===== config.mk =====
export PLATFORM = sky130hd
export DESIGN_NAME = isoe_exec
export DESIGN_NICKNAME = d
export VERILOG_FILES = /design/src/isoe_pkg.sv /design/src/isoe_alu.sv /design/src/isoe_exec.sv
export VERILOG_INCLUDE_DIRS = /design/src
export SDC_FILE = /design/constraint.sdc
export NUM_CORES = 1
export LEC_CHECK = 0
export ABC_AREA = 0
export BUFFER_PORTS_ARGS = -buffer_cell sky130_fd_sc_hd__buf_2
export CAP_MARGIN = 5
export CORE_AREA = 4 4 74 76
export DETAILED_ROUTE_END_ITERATION = 16
export DIE_AREA = 0 0 78 80
export PLACE_DENSITY = 0.78
export SETUP_SLACK_MARGIN = 0.4
export SLEW_MARGIN = 20
export SYNTH_ARGS = -nofsm -noshare
export SYNTH_HDL_FRONTEND = slang
export SYNTH_HIERARCHICAL = 1
export SYNTH_SLANG_ARGS = --single-unit

===== constraint.sdc =====
create_clock -name clock -period 2.3 [get_ports clock]
set_clock_uncertainty 0.2 [all_clocks]
set_input_delay 0.23 -clock clock [delete_from_list [all_inputs] [get_ports clock]]
set_output_delay 0.23 -clock clock [all_outputs]
set_load 0.03 [all_outputs]

===== src/isoe_regs.svh =====
// Purpose: constants for the increment-skip and OR execute block
// Assumes: 16-bit instruction words, 8-bit data path
// Notes:   included by the package and the execute modules
//
// What this block does
// - Decode increment-skip-nonzero opcode, flags untouched.
// - Destination bit 0 to working register, 1 to file.
// - Nonzero increment result cancels fetched next instruction.
// - Increment-skip takes one cycle, two when skipping.
// - Decode OR-literal opcode, one word, one cycle.
// - OR literal into working register, update zero.
// - Decode OR-register opcode, destination, zero, one cycle.
`ifndef ISOE_REGS_SVH
`define ISOE_REGS_SVH

`define ISOE_INC_OPC    7'h12
`define ISOE_ORR_OPC    7'h04
`define ISOE_ORL_OPC    8'hb3
`define ISOE_OPC7_POS   9
`define ISOE_OPC8_POS   8
`define ISOE_DBIT_POS   8
`define ISOE_WORKING_REGISTER_RST   8'h00
`define ISOE_ZERO_RST   1'h0
`define ISOE_PHASES     4

`endif


===== src/isoe_pkg.sv =====
// Purpose: types shared by the execute block and its arithmetic unit
// Assumes: isoe_regs.svh holds the opcode constants
// Notes:   opcode decode lives here so both files see one definition
`include "isoe_regs.svh"
package isoe_pkg;

  typedef logic [15:0] isoe_word_t;
  typedef logic [7:0]  isoe_byte_t;

  typedef enum logic [3:0] {
    ISOE_Q1 = 4'h1,
    ISOE_Q2 = 4'h2,
    ISOE_Q3 = 4'h4,
    ISOE_Q4 = 4'h8
  } isoe_phase_t;

  typedef enum logic [4:0] {
    ISOE_OP_OTHER = 5'h01,
    ISOE_OP_NOP   = 5'h02,
    ISOE_OP_INC   = 5'h04,
    ISOE_OP_ORL   = 5'h08,
    ISOE_OP_ORR   = 5'h10
  } isoe_op_t;

  typedef struct packed {
    logic       en;
    isoe_byte_t addr;
    isoe_byte_t data;
  } isoe_wr_t;

  typedef struct packed {
    logic z_we;
    logic z;
  } isoe_stat_t;

  function automatic isoe_op_t isoe_decode(input isoe_word_t w);
    isoe_op_t op;
    op = ISOE_OP_OTHER;
    if (w[15:`ISOE_OPC7_POS] == `ISOE_INC_OPC) begin
      op = ISOE_OP_INC;
    end else if (w[15:`ISOE_OPC7_POS] == `ISOE_ORR_OPC) begin
      op = ISOE_OP_ORR;
    end else if (w[15:`ISOE_OPC8_POS] == `ISOE_ORL_OPC) begin
      op = ISOE_OP_ORL;
    end
    return op;
  endfunction

endpackage


===== src/isoe_alu.sv =====
// Purpose: result, zero and skip terms for the three executed operations
// Assumes: operands are stable during the execute phase
// Notes:   purely combinational; the caller registers every output
`timescale 1ns/10ps
module isoe_alu
  import isoe_pkg::*;
(
  input  var isoe_op_t   op,
  input  wire isoe_byte_t lit,
  input  wire isoe_byte_t working_register,
  input  wire isoe_byte_t fdata,
  output isoe_byte_t      result,
  output logic            zero,
  output logic            skip
);

  always_comb begin
    result = 8'h00;
    skip   = 1'b0;
    case (op)
      ISOE_OP_INC: begin
        result = 8'(fdata + 8'h01);
        skip   = (result != 8'h00);
      end
      ISOE_OP_ORL: begin
        result = working_register | lit;
      end
      ISOE_OP_ORR: begin
        result = working_register | fdata;
      end
      default: begin
        result = 8'h00;
      end
    endcase
    zero = (result == 8'h00);
  end

endmodule


===== src/isoe_exec.sv =====
// Purpose: four-phase decode and execute of increment-skip and OR ops
// Assumes: instr is stable at the edge ending phase 1; rd_data is
//          valid at the edge ending phase 3 for the address on rd_addr
// Notes:   other opcodes pass as no-ops here; the rest of the core
//          executes them
`timescale 1ns/10ps
`include "isoe_regs.svh"
module isoe_exec
  import isoe_pkg::*;
(
  input  wire logic       clock,
  input  wire logic       nrst,
  input  wire isoe_word_t instr,
  input  wire isoe_byte_t rd_data,
  output isoe_phase_t     phase,
  output isoe_byte_t      rd_addr,
  output isoe_wr_t        wr,
  output isoe_byte_t      working_register,
  output isoe_stat_t      stat,
  output logic            skip,
  output logic            forced_nop
);

  isoe_phase_t phase_r,   phase_nxt;
  isoe_op_t    op_r,      op_nxt;
  isoe_byte_t  lit_r,     lit_nxt;
  logic        dbit_r,    dbit_nxt;
  isoe_byte_t  rd_addr_r, rd_addr_nxt;
  isoe_wr_t    wr_r,      wr_nxt;
  isoe_byte_t  working_register_r,    working_register_nxt;
  isoe_stat_t  stat_r,    stat_nxt;
  logic        skip_r,    skip_nxt;
  logic        fnop_r,    fnop_nxt;

  isoe_byte_t alu_res;
  logic       alu_zero;
  logic       alu_skip;

  isoe_alu u_alu (
    .op     (op_r),
    .lit    (lit_r),
    .working_register   (working_register_r),
    .fdata  (rd_data),
    .result (alu_res),
    .zero   (alu_zero),
    .skip   (alu_skip)
  );

  always_comb begin
    phase_nxt   = phase_r;
    op_nxt      = op_r;
    lit_nxt     = lit_r;
    dbit_nxt    = dbit_r;
    rd_addr_nxt = rd_addr_r;
    working_register_nxt    = working_register_r;
    skip_nxt    = skip_r;
    fnop_nxt    = fnop_r;
    // Write and flag strobes last one clock, inside phase 4 only
    wr_nxt      = '{en: 1'b0, addr: wr_r.addr, data: wr_r.data};
    stat_nxt    = '{z_we: 1'b0, z: stat_r.z};
    case (phase_r)
      ISOE_Q1: begin
        phase_nxt = ISOE_Q2;
        if (skip_r) begin
          // Fetched word is dropped; a no-op fills its slot
          op_nxt   = ISOE_OP_NOP;
          fnop_nxt = 1'b1;
          skip_nxt = 1'b0;
        end else begin
          op_nxt      = isoe_decode(instr);
          lit_nxt     = instr[7:0];
          dbit_nxt    = instr[`ISOE_DBIT_POS];
          rd_addr_nxt = instr[7:0];
          fnop_nxt    = 1'b0;
        end
      end
      ISOE_Q2: begin
        phase_nxt = ISOE_Q3;
      end
      ISOE_Q3: begin
        phase_nxt = ISOE_Q4;
        case (op_r)
          ISOE_OP_INC: begin
            // Status flags deliberately left alone
            if (dbit_r) begin
              wr_nxt = '{en: 1'b1, addr: lit_r, data: alu_res};
            end else begin
              working_register_nxt = alu_res;
            end
            skip_nxt = alu_skip;
          end
          ISOE_OP_ORL: begin
            working_register_nxt = alu_res;
            stat_nxt = '{z_we: 1'b1, z: alu_zero};
          end
          ISOE_OP_ORR: begin
            if (dbit_r) begin
              wr_nxt = '{en: 1'b1, addr: lit_r, data: alu_res};
            end else begin
              working_register_nxt = alu_res;
            end
            stat_nxt = '{z_we: 1'b1, z: alu_zero};
          end
          default: begin
            working_register_nxt = working_register_r;
          end
        endcase
      end
      ISOE_Q4: begin
        phase_nxt = ISOE_Q1;
      end
      default: begin
        // Illegal phase code recovers to a clean cycle start
        phase_nxt = ISOE_Q1;
      end
    endcase
  end

  always_ff @(posedge clock or negedge nrst) begin
    if (!nrst) begin
      phase_r   <= ISOE_Q1;
      op_r      <= ISOE_OP_NOP;
      lit_r     <= 8'h00;
      dbit_r    <= 1'b0;
      rd_addr_r <= 8'h00;
      wr_r      <= '{en: 1'b0, addr: 8'h00, data: 8'h00};
      working_register_r    <= `ISOE_WORKING_REGISTER_RST;
      stat_r    <= '{z_we: 1'b0, z: `ISOE_ZERO_RST};
      skip_r    <= 1'b0;
      fnop_r    <= 1'b0;
    end else begin
      phase_r   <= phase_nxt;
      op_r      <= op_nxt;
      lit_r     <= lit_nxt;
      dbit_r    <= dbit_nxt;
      rd_addr_r <= rd_addr_nxt;
      wr_r      <= wr_nxt;
      working_register_r    <= working_register_nxt;
      stat_r    <= stat_nxt;
      skip_r    <= skip_nxt;
      fnop_r    <= fnop_nxt;
    end
  end

  assign phase      = phase_r;
  assign rd_addr    = rd_addr_r;
  assign wr         = wr_r;
  assign working_register       = working_register_r;
  assign stat       = stat_r;
  assign skip       = skip_r;
  assign forced_nop = fnop_r;
endmodule


# Yosys cells after proc, flatten, opt, wreduce, memory -nomap -nowiden
# Index checks and enable logic that the tools add are counted.
dict set report totals {
  regBits 47
  latchBits 0
  ramBits 0
  mem_bits_ro 0
  inputBits 26
  out_inout_bits 41
  word_cells 54
  mem_count 0
}
dict set report op_classes {
  n_addsub 1
  multipliers 0
  n_div 0
  order_cmp 0
  eq_ne 11
  shift 0
  mux 16
  n_bitwise 3
  reduce_logical 11
}
# operator count
set op_table {}
lappend op_table {{17-bit 2-to-1 mux} 3}
lappend op_table {{8-bit case mux with 3 select lines} 1}
lappend op_table {{8-bit OR} 2}
lappend op_table {{8-bit case mux with 2 select lines} 1}
lappend op_table {{5-bit 2-to-1 mux} 3}
lappend op_table {{4-bit case mux with 3 select lines} 1}
lappend op_table {{8-bit by 1-bit adder with 8-bit output, second input constant} 1}
lappend op_table {{8-bit equality test, second input constant} 1}
lappend op_table {{8-bit zero test} 1}
lappend op_table {{8-bit 2-to-1 mux} 1}
lappend op_table {{8-bit nonzero test} 1}
lappend op_table {{7-bit by 3-bit equality test with 1-bit output, second input constant} 1}
lappend op_table {{7-bit by 5-bit equality test with 1-bit output, second input constant} 1}
lappend op_table {{2-bit AND reduction} 3}
lappend op_table {{3-bit AND reduction} 2}
lappend op_table {{5-bit by 3-bit equality test with 1-bit output, second input constant} 1}
lappend op_table {{5-bit by 4-bit equality test with 1-bit output, second input constant} 1}
lappend op_table {{5-bit equality test, second input constant} 1}
lappend op_table {{4-bit by 1-bit equality test with 1-bit output, second input constant} 1}
lappend op_table {{4-bit by 2-bit equality test with 1-bit output, second input constant} 1}
lappend op_table {{4-bit by 3-bit equality test with 1-bit output, second input constant} 1}
lappend op_table {{2-bit 2-to-1 mux} 2}
lappend op_table {{4-bit 2-to-1 mux} 1}
lappend op_table {{2-bit nonzero test} 2}
lappend op_table {{6 further kinds} 8}

# Logic depth before layout (Yosys ltp)
# Gate-level depths: netlist (run 1).
dict set report depth {
  ltp_word 5
  ltp_mapped 8
  ltp_nobuf 8
}

# Cells and area by module
# Netlist (run 1), hierarchy kept.
# module n_inst cells_per_inst area_per_inst_um2
set by_module_without_submodules {}
lappend by_module_without_submodules {isoe_exec 1 128 1955.6}
lappend by_module_without_submodules {isoe_alu 1 76 514.2}

# Worst setup path before layout (run 1)
# No wires, ideal clock.
dict set report synth_path {
  path_type {register to register}
  from {register phase_r[0] (netlist: phase[0])}
  to {register rd_addr_r[2] (netlist: rd_addr[2])}
  arrival_time_ns 1.867
  required_ns 1.975
  path_slack_ns 0.108
  path_stages_with_launch 6
  path_buffers 2
  path_cell_list {dfstp_2 > or4b_1 > buf_2 > nor2_2 > buf_4 > mux2_2}
}
dict set report synth_via {
  elab_chain_len 2
}
# element line_no
set synth_rtl {}
lappend synth_rtl {{start, declared} isoe_exec.sv:24} ;# isoe_phase_t phase_r, phase_nxt;
lappend synth_rtl {{start signal, assigned} isoe_exec.sv:132} ;# phase_r <= phase_nxt;
lappend synth_rtl {{4-bit by 1-bit equality test with 1-bit output} isoe_exec.sv:61} ;# case (phase_r)
lappend synth_rtl {{2-bit AND reduction (no source line)} --}
lappend synth_rtl {{end signal, assigned} isoe_exec.sv:136} ;# rd_addr_r <= rd_addr_nxt;
lappend synth_rtl {{end, declared} isoe_exec.sv:28} ;# isoe_byte_t rd_addr_r, rd_addr_nxt;
# Every way passes these cells.
# A chain may end at the register's enable or synchronous reset.

# Final worst setup path (run 1)
dict set report layout_path {
  from {register op_r[3]}
  to {register stat_r (netlist bit stat[0])}
}
dict set report layout_via {
  elab_chain_len 3
}
# element line_no
set layout_rtl {}
lappend layout_rtl {{start, declared} isoe_exec.sv:25} ;# isoe_op_t op_r, op_nxt;
lappend layout_rtl {{start signal, assigned} isoe_exec.sv:133} ;# op_r <= op_nxt;
lappend layout_rtl {{5-bit equality test (tied with other cells)} isoe_alu.sv:20} ;# case (op)
lappend layout_rtl {{8-bit case mux with 3 select lines *} isoe_alu.sv:20}
lappend layout_rtl {{named net alu_res[4]} isoe_exec.sv:35} ;# isoe_byte_t alu_res;
lappend layout_rtl {{8-bit zero test *} isoe_alu.sv:35} ;# zero = (result == 8'h00);
lappend layout_rtl {{named net alu_zero} isoe_exec.sv:36} ;# logic alu_zero;
lappend layout_rtl {{end signal, assigned} isoe_exec.sv:128} ;# stat_r <= '{z_we: 1'b0, z: `ISOE_ZERO_RST};
lappend layout_rtl {{end signal, assigned} isoe_exec.sv:139} ;# stat_r <= stat_nxt;
lappend layout_rtl {{end, declared} isoe_exec.sv:31} ;# isoe_stat_t stat_r, stat_nxt;
# The timed path passes the listed nets; every way through them passes the cells marked *.

==> impl_metrics.env, run 1 <==
export IMPL_leakage_uw=0.001636
export IMPL_antenna_cells=0
export IMPL_initial_core_util=0.5229
export IMPL_clk_latency_ps=300
export IMPL_avgSynthCellArea_sq_um=12.11
export IMPL_die_h_microns=80
export IMPL_dpl_hpwl_microns=4161
export IMPL_synth_top_area_share=0.4559
export IMPL_ys_top_cells_by_area="dfrtp_1, mux2_2, mux2_4, nor2_1, dfstp_2"
export IMPL_timing_setup_tns_ps=0
export IMPL_cp_start_kind="flop"
export IMPL_grt_pass1_vias=2077
export IMPL_path_clk_slew_ps=90
export IMPL_synth_warnings=6
export IMPL_p_switching_uw=446.0
export IMPL_slew_violations=0
export IMPL_cts_made_buffers=5
export IMPL_hold_path_class="primary input to flop"
export IMPL_stdcell_count=375
export IMPL_async_flop_share=1.000
export IMPL_clk_path_buf_depth=2
export IMPL_final_setup_viol_count=0
export IMPL_cap_violations=0
export IMPL_arrival_ps=2120
export IMPL_grt_start_max_net_pins=26
export IMPL_hold_viol_final=0
export IMPL_avgViaCountPerCell=5.504
export IMPL_grt_overflow_total=0
export IMPL_synth_distinct_cells=55
export IMPL_drtPass1Iterations=4
export IMPL_grt_use_total=0.2154
export IMPL_routedWlPerCell_microns=18.38
export IMPL_antenna_left=0
export IMPL_yosysTopAreaCell="dfrtp_1"
export IMPL_rsz0062_at_grt="true"
export IMPL_grt_antenna_before_repair=0
export IMPL_root_buffer="clkbuf_8"
export IMPL_worst_slew_pin_slew_ps=525.1
export IMPL_synth_area_sq_um=2470
export IMPL_crit_type="flop to flop"
export IMPL_io_pins=67
export IMPL_clkPwrFrac=0.329
export IMPL_place_gp_congestion=0.9258
export IMPL_maxSlewHeadroom=0.6486
export IMPL_swShare=0.2738
export IMPL_synth_seq_cells=47
export IMPL_placed_cells=336
export IMPL_period_needed_ps=2075
export IMPL_fin_crit_sh=0.9022
export IMPL_drt_total_wl_microns=6894
export IMPL_fmax_mhz=481.9
export IMPL_tritoncts="built"
export IMPL_path_max_fanout=9
export IMPL_p_per_area_nw_per_um2=463.4
export IMPL_grt_pass1_wl_microns=10420
export IMPL_vias=2064
export IMPL_status="finished clean"
export IMPL_final_nets=335
export IMPL_htree_levels=2
export IMPL_layout_drive_gt1_share=0.5779
export IMPL_seq_area_frac_synth=0.4772
export IMPL_required_ps=2350
export IMPL_p_int_uw=1183
export IMPL_synth_edf_count=0
export IMPL_final_common_cell="buf_2"
export IMPL_ir_worst_vdd_uv=296.9
export IMPL_area_growth_syn_to_layout_pct=42.30
export IMPL_rows=25
export IMPL_dr_first_iter_drc_count=147
export IMPL_cp_end_kind="flop"
export IMPL_fp_dieW_microns=78
export IMPL_port_buffers=66
export IMPL_synth_cells=204
export IMPL_drc_errors=0
export IMPL_dieArea_sq_um=6240
export IMPL_core_area_sq_um=4723
export IMPL_clock_sinks=47
export IMPL_ys_flop_type="dfrtp_1"
export IMPL_pwr_share_comb=0.132
export IMPL_syn_nets=232
export IMPL_seqPwrFrac=0.539
export IMPL_final_cell_mix="buf_2, dfrtp_1, mux2_2, nor2_1, buf_4"
## cell usage after synthesis, drive strengths merged (3+ instances only)
| cell | number |
|---|---|
| nor4b | 5 |
| nor3 | 6 |
| and3b | 3 |
| o21ai | 4 |
| mux2 | 35 |
| o22ai | 8 |
| nor2b | 3 |
| dfrtp | 45 |
| buf | 3 |
| clkbuf | 3 |
| nand3 | 6 |
| nand2 | 7 |
| inv | 4 |
| nand2b | 3 |
| nor2 | 21 |
| xnor2 | 3 |
| nor4 | 3 |
| a211oi | 5 |
| xor2 | 5 |
## routing by layer
metal	up-vias	GRT usage	share of wire
li1	955	-	-
met4	0	0.08392	0.014
met5	-	0	0
met2	76	0.3425	0.52
met3	13	0.04289	0.041
met1	1020	0.2903	0.43
## worst max-delay path, cell delays in order (launching register included)
cell      delay (ps)
dfrtp_2          480
nand2b_4         220
a211oi_2         280
o22ai_2          140
a211o_1          300
nor4_4           230
mux2_4           180
## area by class of cell
class / count / area, sq um
tap: 67 / 83.83
fill: 317 / 1209
sequential: 47 / 1186
timing repair buffer: 102 / 698.2
clock buffer: 6 / 82.58
multi-input combinational: 147 / 1430
inverter: 4 / 17.52
clock inverter: 2 / 16.27
## worst paths after layout
check                           from    endpoint  slack [ps]  cells after the start
setup / recovery             op_r[3]     stat[0]         220                      6
hold / removal             instr[10]     op_r[2]          80                      3
setup reg to reg             op_r[3]     stat[0]         220                      6
hold reg to reg             phase[2]    phase[2]         300                      1
max in group asynchronous       nrst  rd_addr[5]        1250                      3
min in group asynchronous       nrst    phase[3]          90                      2
## registers in the layout (all words and copies together) (netlist names)
name              flops
skip                  1
op_r                  5
phase                 4
dbit_r                1
rd_addr               8
working_register      8
stat                  2
forced_nop            1
wr                   17
## power groups by stage
| stage | Clock (uW) | Sequential, uW | Combinational, uW |
|---|---|---|---|
| 2_1_floorplan | 0 | 929 | 58.2 |
| 3_3_place_gp | 0 | 887 | 186 |
| 3_5_place_dp | 0 | 888 | 189 |
| 4_1_cts | 543 | 873 | 206 |
| 5_1_grt | 595 | 881 | 233 |
| 6_report | 536 | 878 | 215 |
## timing repair
action | 4_1_cts | 5_1_grt
hold buffers | 10 | 0
cloned | 0 | 1
endpoints found under the hold margin | 56 | 0
buffers inserted | 16 | 4
setup endpoints to repair | 37 | 36
gates resized for setup | 20 | 21
pin swaps | 9 | 4
## per-stage QoR
step | instance area (sq um) | total power [uW] | hold slack (ps) | setup slack, ps | utilization
3_3_place_gp | 2917 | 1074 | -113.9 | 26.35 | 0.6175
3_5_place_dp | 2917 | 1077 | -109.9 | 38.91 | 0.6175
4_1_cts | 3347 | 1623 | 78.21 | 288.0 | 0.7086
6_report | 3515 | 1629 | 75.61 | 224.9 | 0.7441
5_1_grt | 3515 | 1708 | 93.92 | 158.8 | 0.7441
2_1_floorplan | 2511 | 987.3 | -265.6 | 158.0 | -
## cell families (layout without fill, tap and decap cells)
| group | Yosys count | count (layout) | share of synthesized area |
|---|---|---|---|
| buffers and inverters | 10 | 114 | 0.02026 |
| flip-flops | 47 | 47 | 0.4772 |
| XOR/XNOR | 8 | 8 | 0.02837 |
| AND/OR/NAND/NOR | 71 | 71 | 0.1859 |
| multiplexers | 37 | 37 | 0.1829 |
| adder cells (fa/ha/maj) | 2 | 2 | 0.01013 |
| AO/OA/AOI/OAI | 29 | 29 | 0.09524 |
Power figures use the tool's default switching activity.
==> inputs of run 2 (changes only) <==
CELL_PAD_IN_SITES_DETAIL_PLACEMENT = 1   (was unset)
CELL_PAD_IN_SITES_GLOBAL_PLACEMENT = 1   (was unset)
CORE_AREA = 4 4 83 85   (was 4 4 74 76)
DIE_AREA = 0 0 87 89   (was 0 0 78 80)
GPL_ROUTABILITY_DRIVEN = 1   (was unset)
PLACE_DENSITY = unset   (was 0.78)
PLACE_DENSITY_LB_ADDON = 0.1   (was unset)
SLEW_MARGIN = unset   (was 20)
==> impl_metrics.env, run 2 (synthesized netlist as in run 1, its figures left out) <==
export IMPL_leakage_uw=0.001743
export IMPL_required_ps=2340
export IMPL_crit_type="flop to flop"
export IMPL_initial_core_util=0.3981
export IMPL_io_pins=67
export IMPL_final_cell_mix="buf_2, dfrtp_1, mux2_4, nor2_1, buf_4"
export IMPL_drc_errors=0
export IMPL_cp_start_kind="flop"
export IMPL_fin_hold_ws_ps=95.98
export IMPL_routedWlPerCell_microns=19.26
export IMPL_final_common_cell="buf_2"
export IMPL_clk_path_buf_depth=2
export IMPL_grt_pass1_wl_microns=11290
export IMPL_arrival_ps=2090
export IMPL_cts_made_buffers=5
export IMPL_root_buffer="clkbuf_8"
export IMPL_period_needed_ps=2043
export IMPL_placed_cells=352
export IMPL_core_area_sq_um=6205
export IMPL_area_growth_syn_to_layout_pct=46.05
export IMPL_timing_setup_tns_ps=0
export IMPL_avgViaCountPerCell=5.300
export IMPL_p_int_uw=1161
export IMPL_fmax_mhz=489.4
export IMPL_r2r_setup_slack_ps=260
export IMPL_clock_sinks=47
export IMPL_crit_buf_inv=1
export IMPL_swShare=0.2747
export IMPL_holdCritStartpoint="instr[10]"
export IMPL_grt_antenna_before_repair=0
export IMPL_place_gp_congestion=0.8248
export IMPL_grt_use_total=0.1875
export IMPL_fp_dieW_microns=87
export IMPL_dpl_hpwl_microns=4952
export IMPL_seqPwrFrac=0.548
export IMPL_clkPwrFrac=0.312
export IMPL_path_max_fanout=6
export IMPL_final_nets=343
export IMPL_htree_levels=2
export IMPL_final_util=0.5814
export IMPL_clk_latency_ps=300
export IMPL_stdcell_count=393
export IMPL_drtPass1Iterations=4
export IMPL_crit_path_max_incr_delay_ps=460
export IMPL_grt_start_max_net_pins=25
export IMPL_ir_worst_vdd_uv=327.9
export IMPL_fin_crit_sh=0.8885
export IMPL_crit_chain="buf_6 -> nor2b_4 -> o21ai_4 -> o22ai_2 -> a211o_1 -> nor4_2 -> mux2_4"
export IMPL_port_buffers=66
export IMPL_path_clk_slew_ps=80
export IMPL_use_met2=0.3043
export IMPL_pwr_share_comb=0.140
export IMPL_slew_violations=0
export IMPL_cp_end_kind="flop"
export IMPL_status="finished clean"
export IMPL_grt_pass1_vias=2198
export IMPL_antenna_cells=0
export IMPL_crit_family="compound AO/OA/AOI/OAI gates"
export IMPL_die_h_microns=89
export IMPL_rows=29
export IMPL_gr_max_usage_layer="met2"
export IMPL_worst_slew_pin_slew_ps=574.5
export IMPL_maxSlewHeadroom=0.6170
export IMPL_dieArea_sq_um=7743
export IMPL_min_path_cells=3
export IMPL_hold_end="op_r[2]"
export IMPL_grtUsageMet1=0.2577
export IMPL_dr_first_iter_drc_count=59
export IMPL_p_per_area_nw_per_um2=443.7
export IMPL_power_uw=1601
export IMPL_vias=2083
export IMPL_largest_reg_flops=17
export IMPL_tritoncts="built"
export IMPL_timing_rr_start="op_r[3]"
export IMPL_cap_violations=0
export IMPL_drt_total_wl_microns=7569
export IMPL_rsz0062_at_grt="true"
export IMPL_r2r_end="stat[0]"
export IMPL_hold_path_class="primary input to flop"
export IMPL_crit_path_top_delay_cell="dfrtp_2"
export IMPL_final_setup_viol_count=0
export IMPL_p_switching_uw=439.6
export IMPL_grt_overflow_total=0
export IMPL_layout_drive_gt1_share=0.5759
export IMPL_antenna_left=0
export IMPL_grt_use_met3=0.03779
export IMPL_worstRegToRegCells=7
export IMPL_hold_viol_final=0
-- run 2: cell types whose count changed in the layout (fill, tap and decap cells not counted), sizes merged --
cell      previous run  this run
clkinvlp             1         0
clkinv               1         2
buf                 91        99
-- run 2: per-layer routing --
metal,routed length [microns],up-vias
li1,-,979
met1,3421,1040
met2,3756,57
met3,332,7
met4,59,0
met5,0,-
-- run 2: worst max-delay path by stage --
stage | from | endpoint | slack (ps) | cells past startpoint
after global routing | op_r[3] | stat[0] | 170 | 7
after CTS | op_r[3] | stat[0] | 300 | 6
final | op_r[3] | stat[0] | 260 | 7
after detailed placement | phase[0] | rd_addr[2] | 180 | 3
after global placement | op_r[3] | stat[0] | 210 | 6
after floorplan | phase[0] | rd_addr[2] | 160 | 5
-- run 2: power by group through the flow --
stage	clock network, uW	logic [uW]	registers [uW]
floorplan	0	58.2	929
global placement	0	191	890
detailed placement	0	194	890
CTS	524	210	875
global route	557	243	881
finish	499	223	878
-- run 2: per-stage QoR --
step                setup WS (ps)  instance area, sq um
finish                      256.5                  3607
floorplan                   158.0                  2511
CTS                         304.8                  3324
detailed placement          178.2                  2987
global placement            207.8                  2987
global route                166.0                  3607
-- run 2: final cells by class --
class	instances	area, sq um
Timing Repair Buffer	110	785.8
Sequential cell	47	1186
Clock buffer	6	72.57
Tap cell	77	96.34
Inverter	4	22.52
Fill cell	665	2597
Clock inverter	2	13.76
Multi-Input combinational cell	147	1430
-- run 2: worst min-delay path: cells and delay by family --
family	cells	cell delay, ps
AND/OR/NAND/NOR	1	110
AO/OA/AOI/OAI	1	90
buffers and inverters	1	120
-- run 2: repair_timing --
item                                    4_1_cts  5_1_grt
setup buffers                                10       12
hold buffers                                 10        0
gates cloned                                  0        1
endpoints found under the setup margin       40       37
endpoints found under the hold margin        30        0
gates resized for setup                      13       41
pin swaps                                     6       14
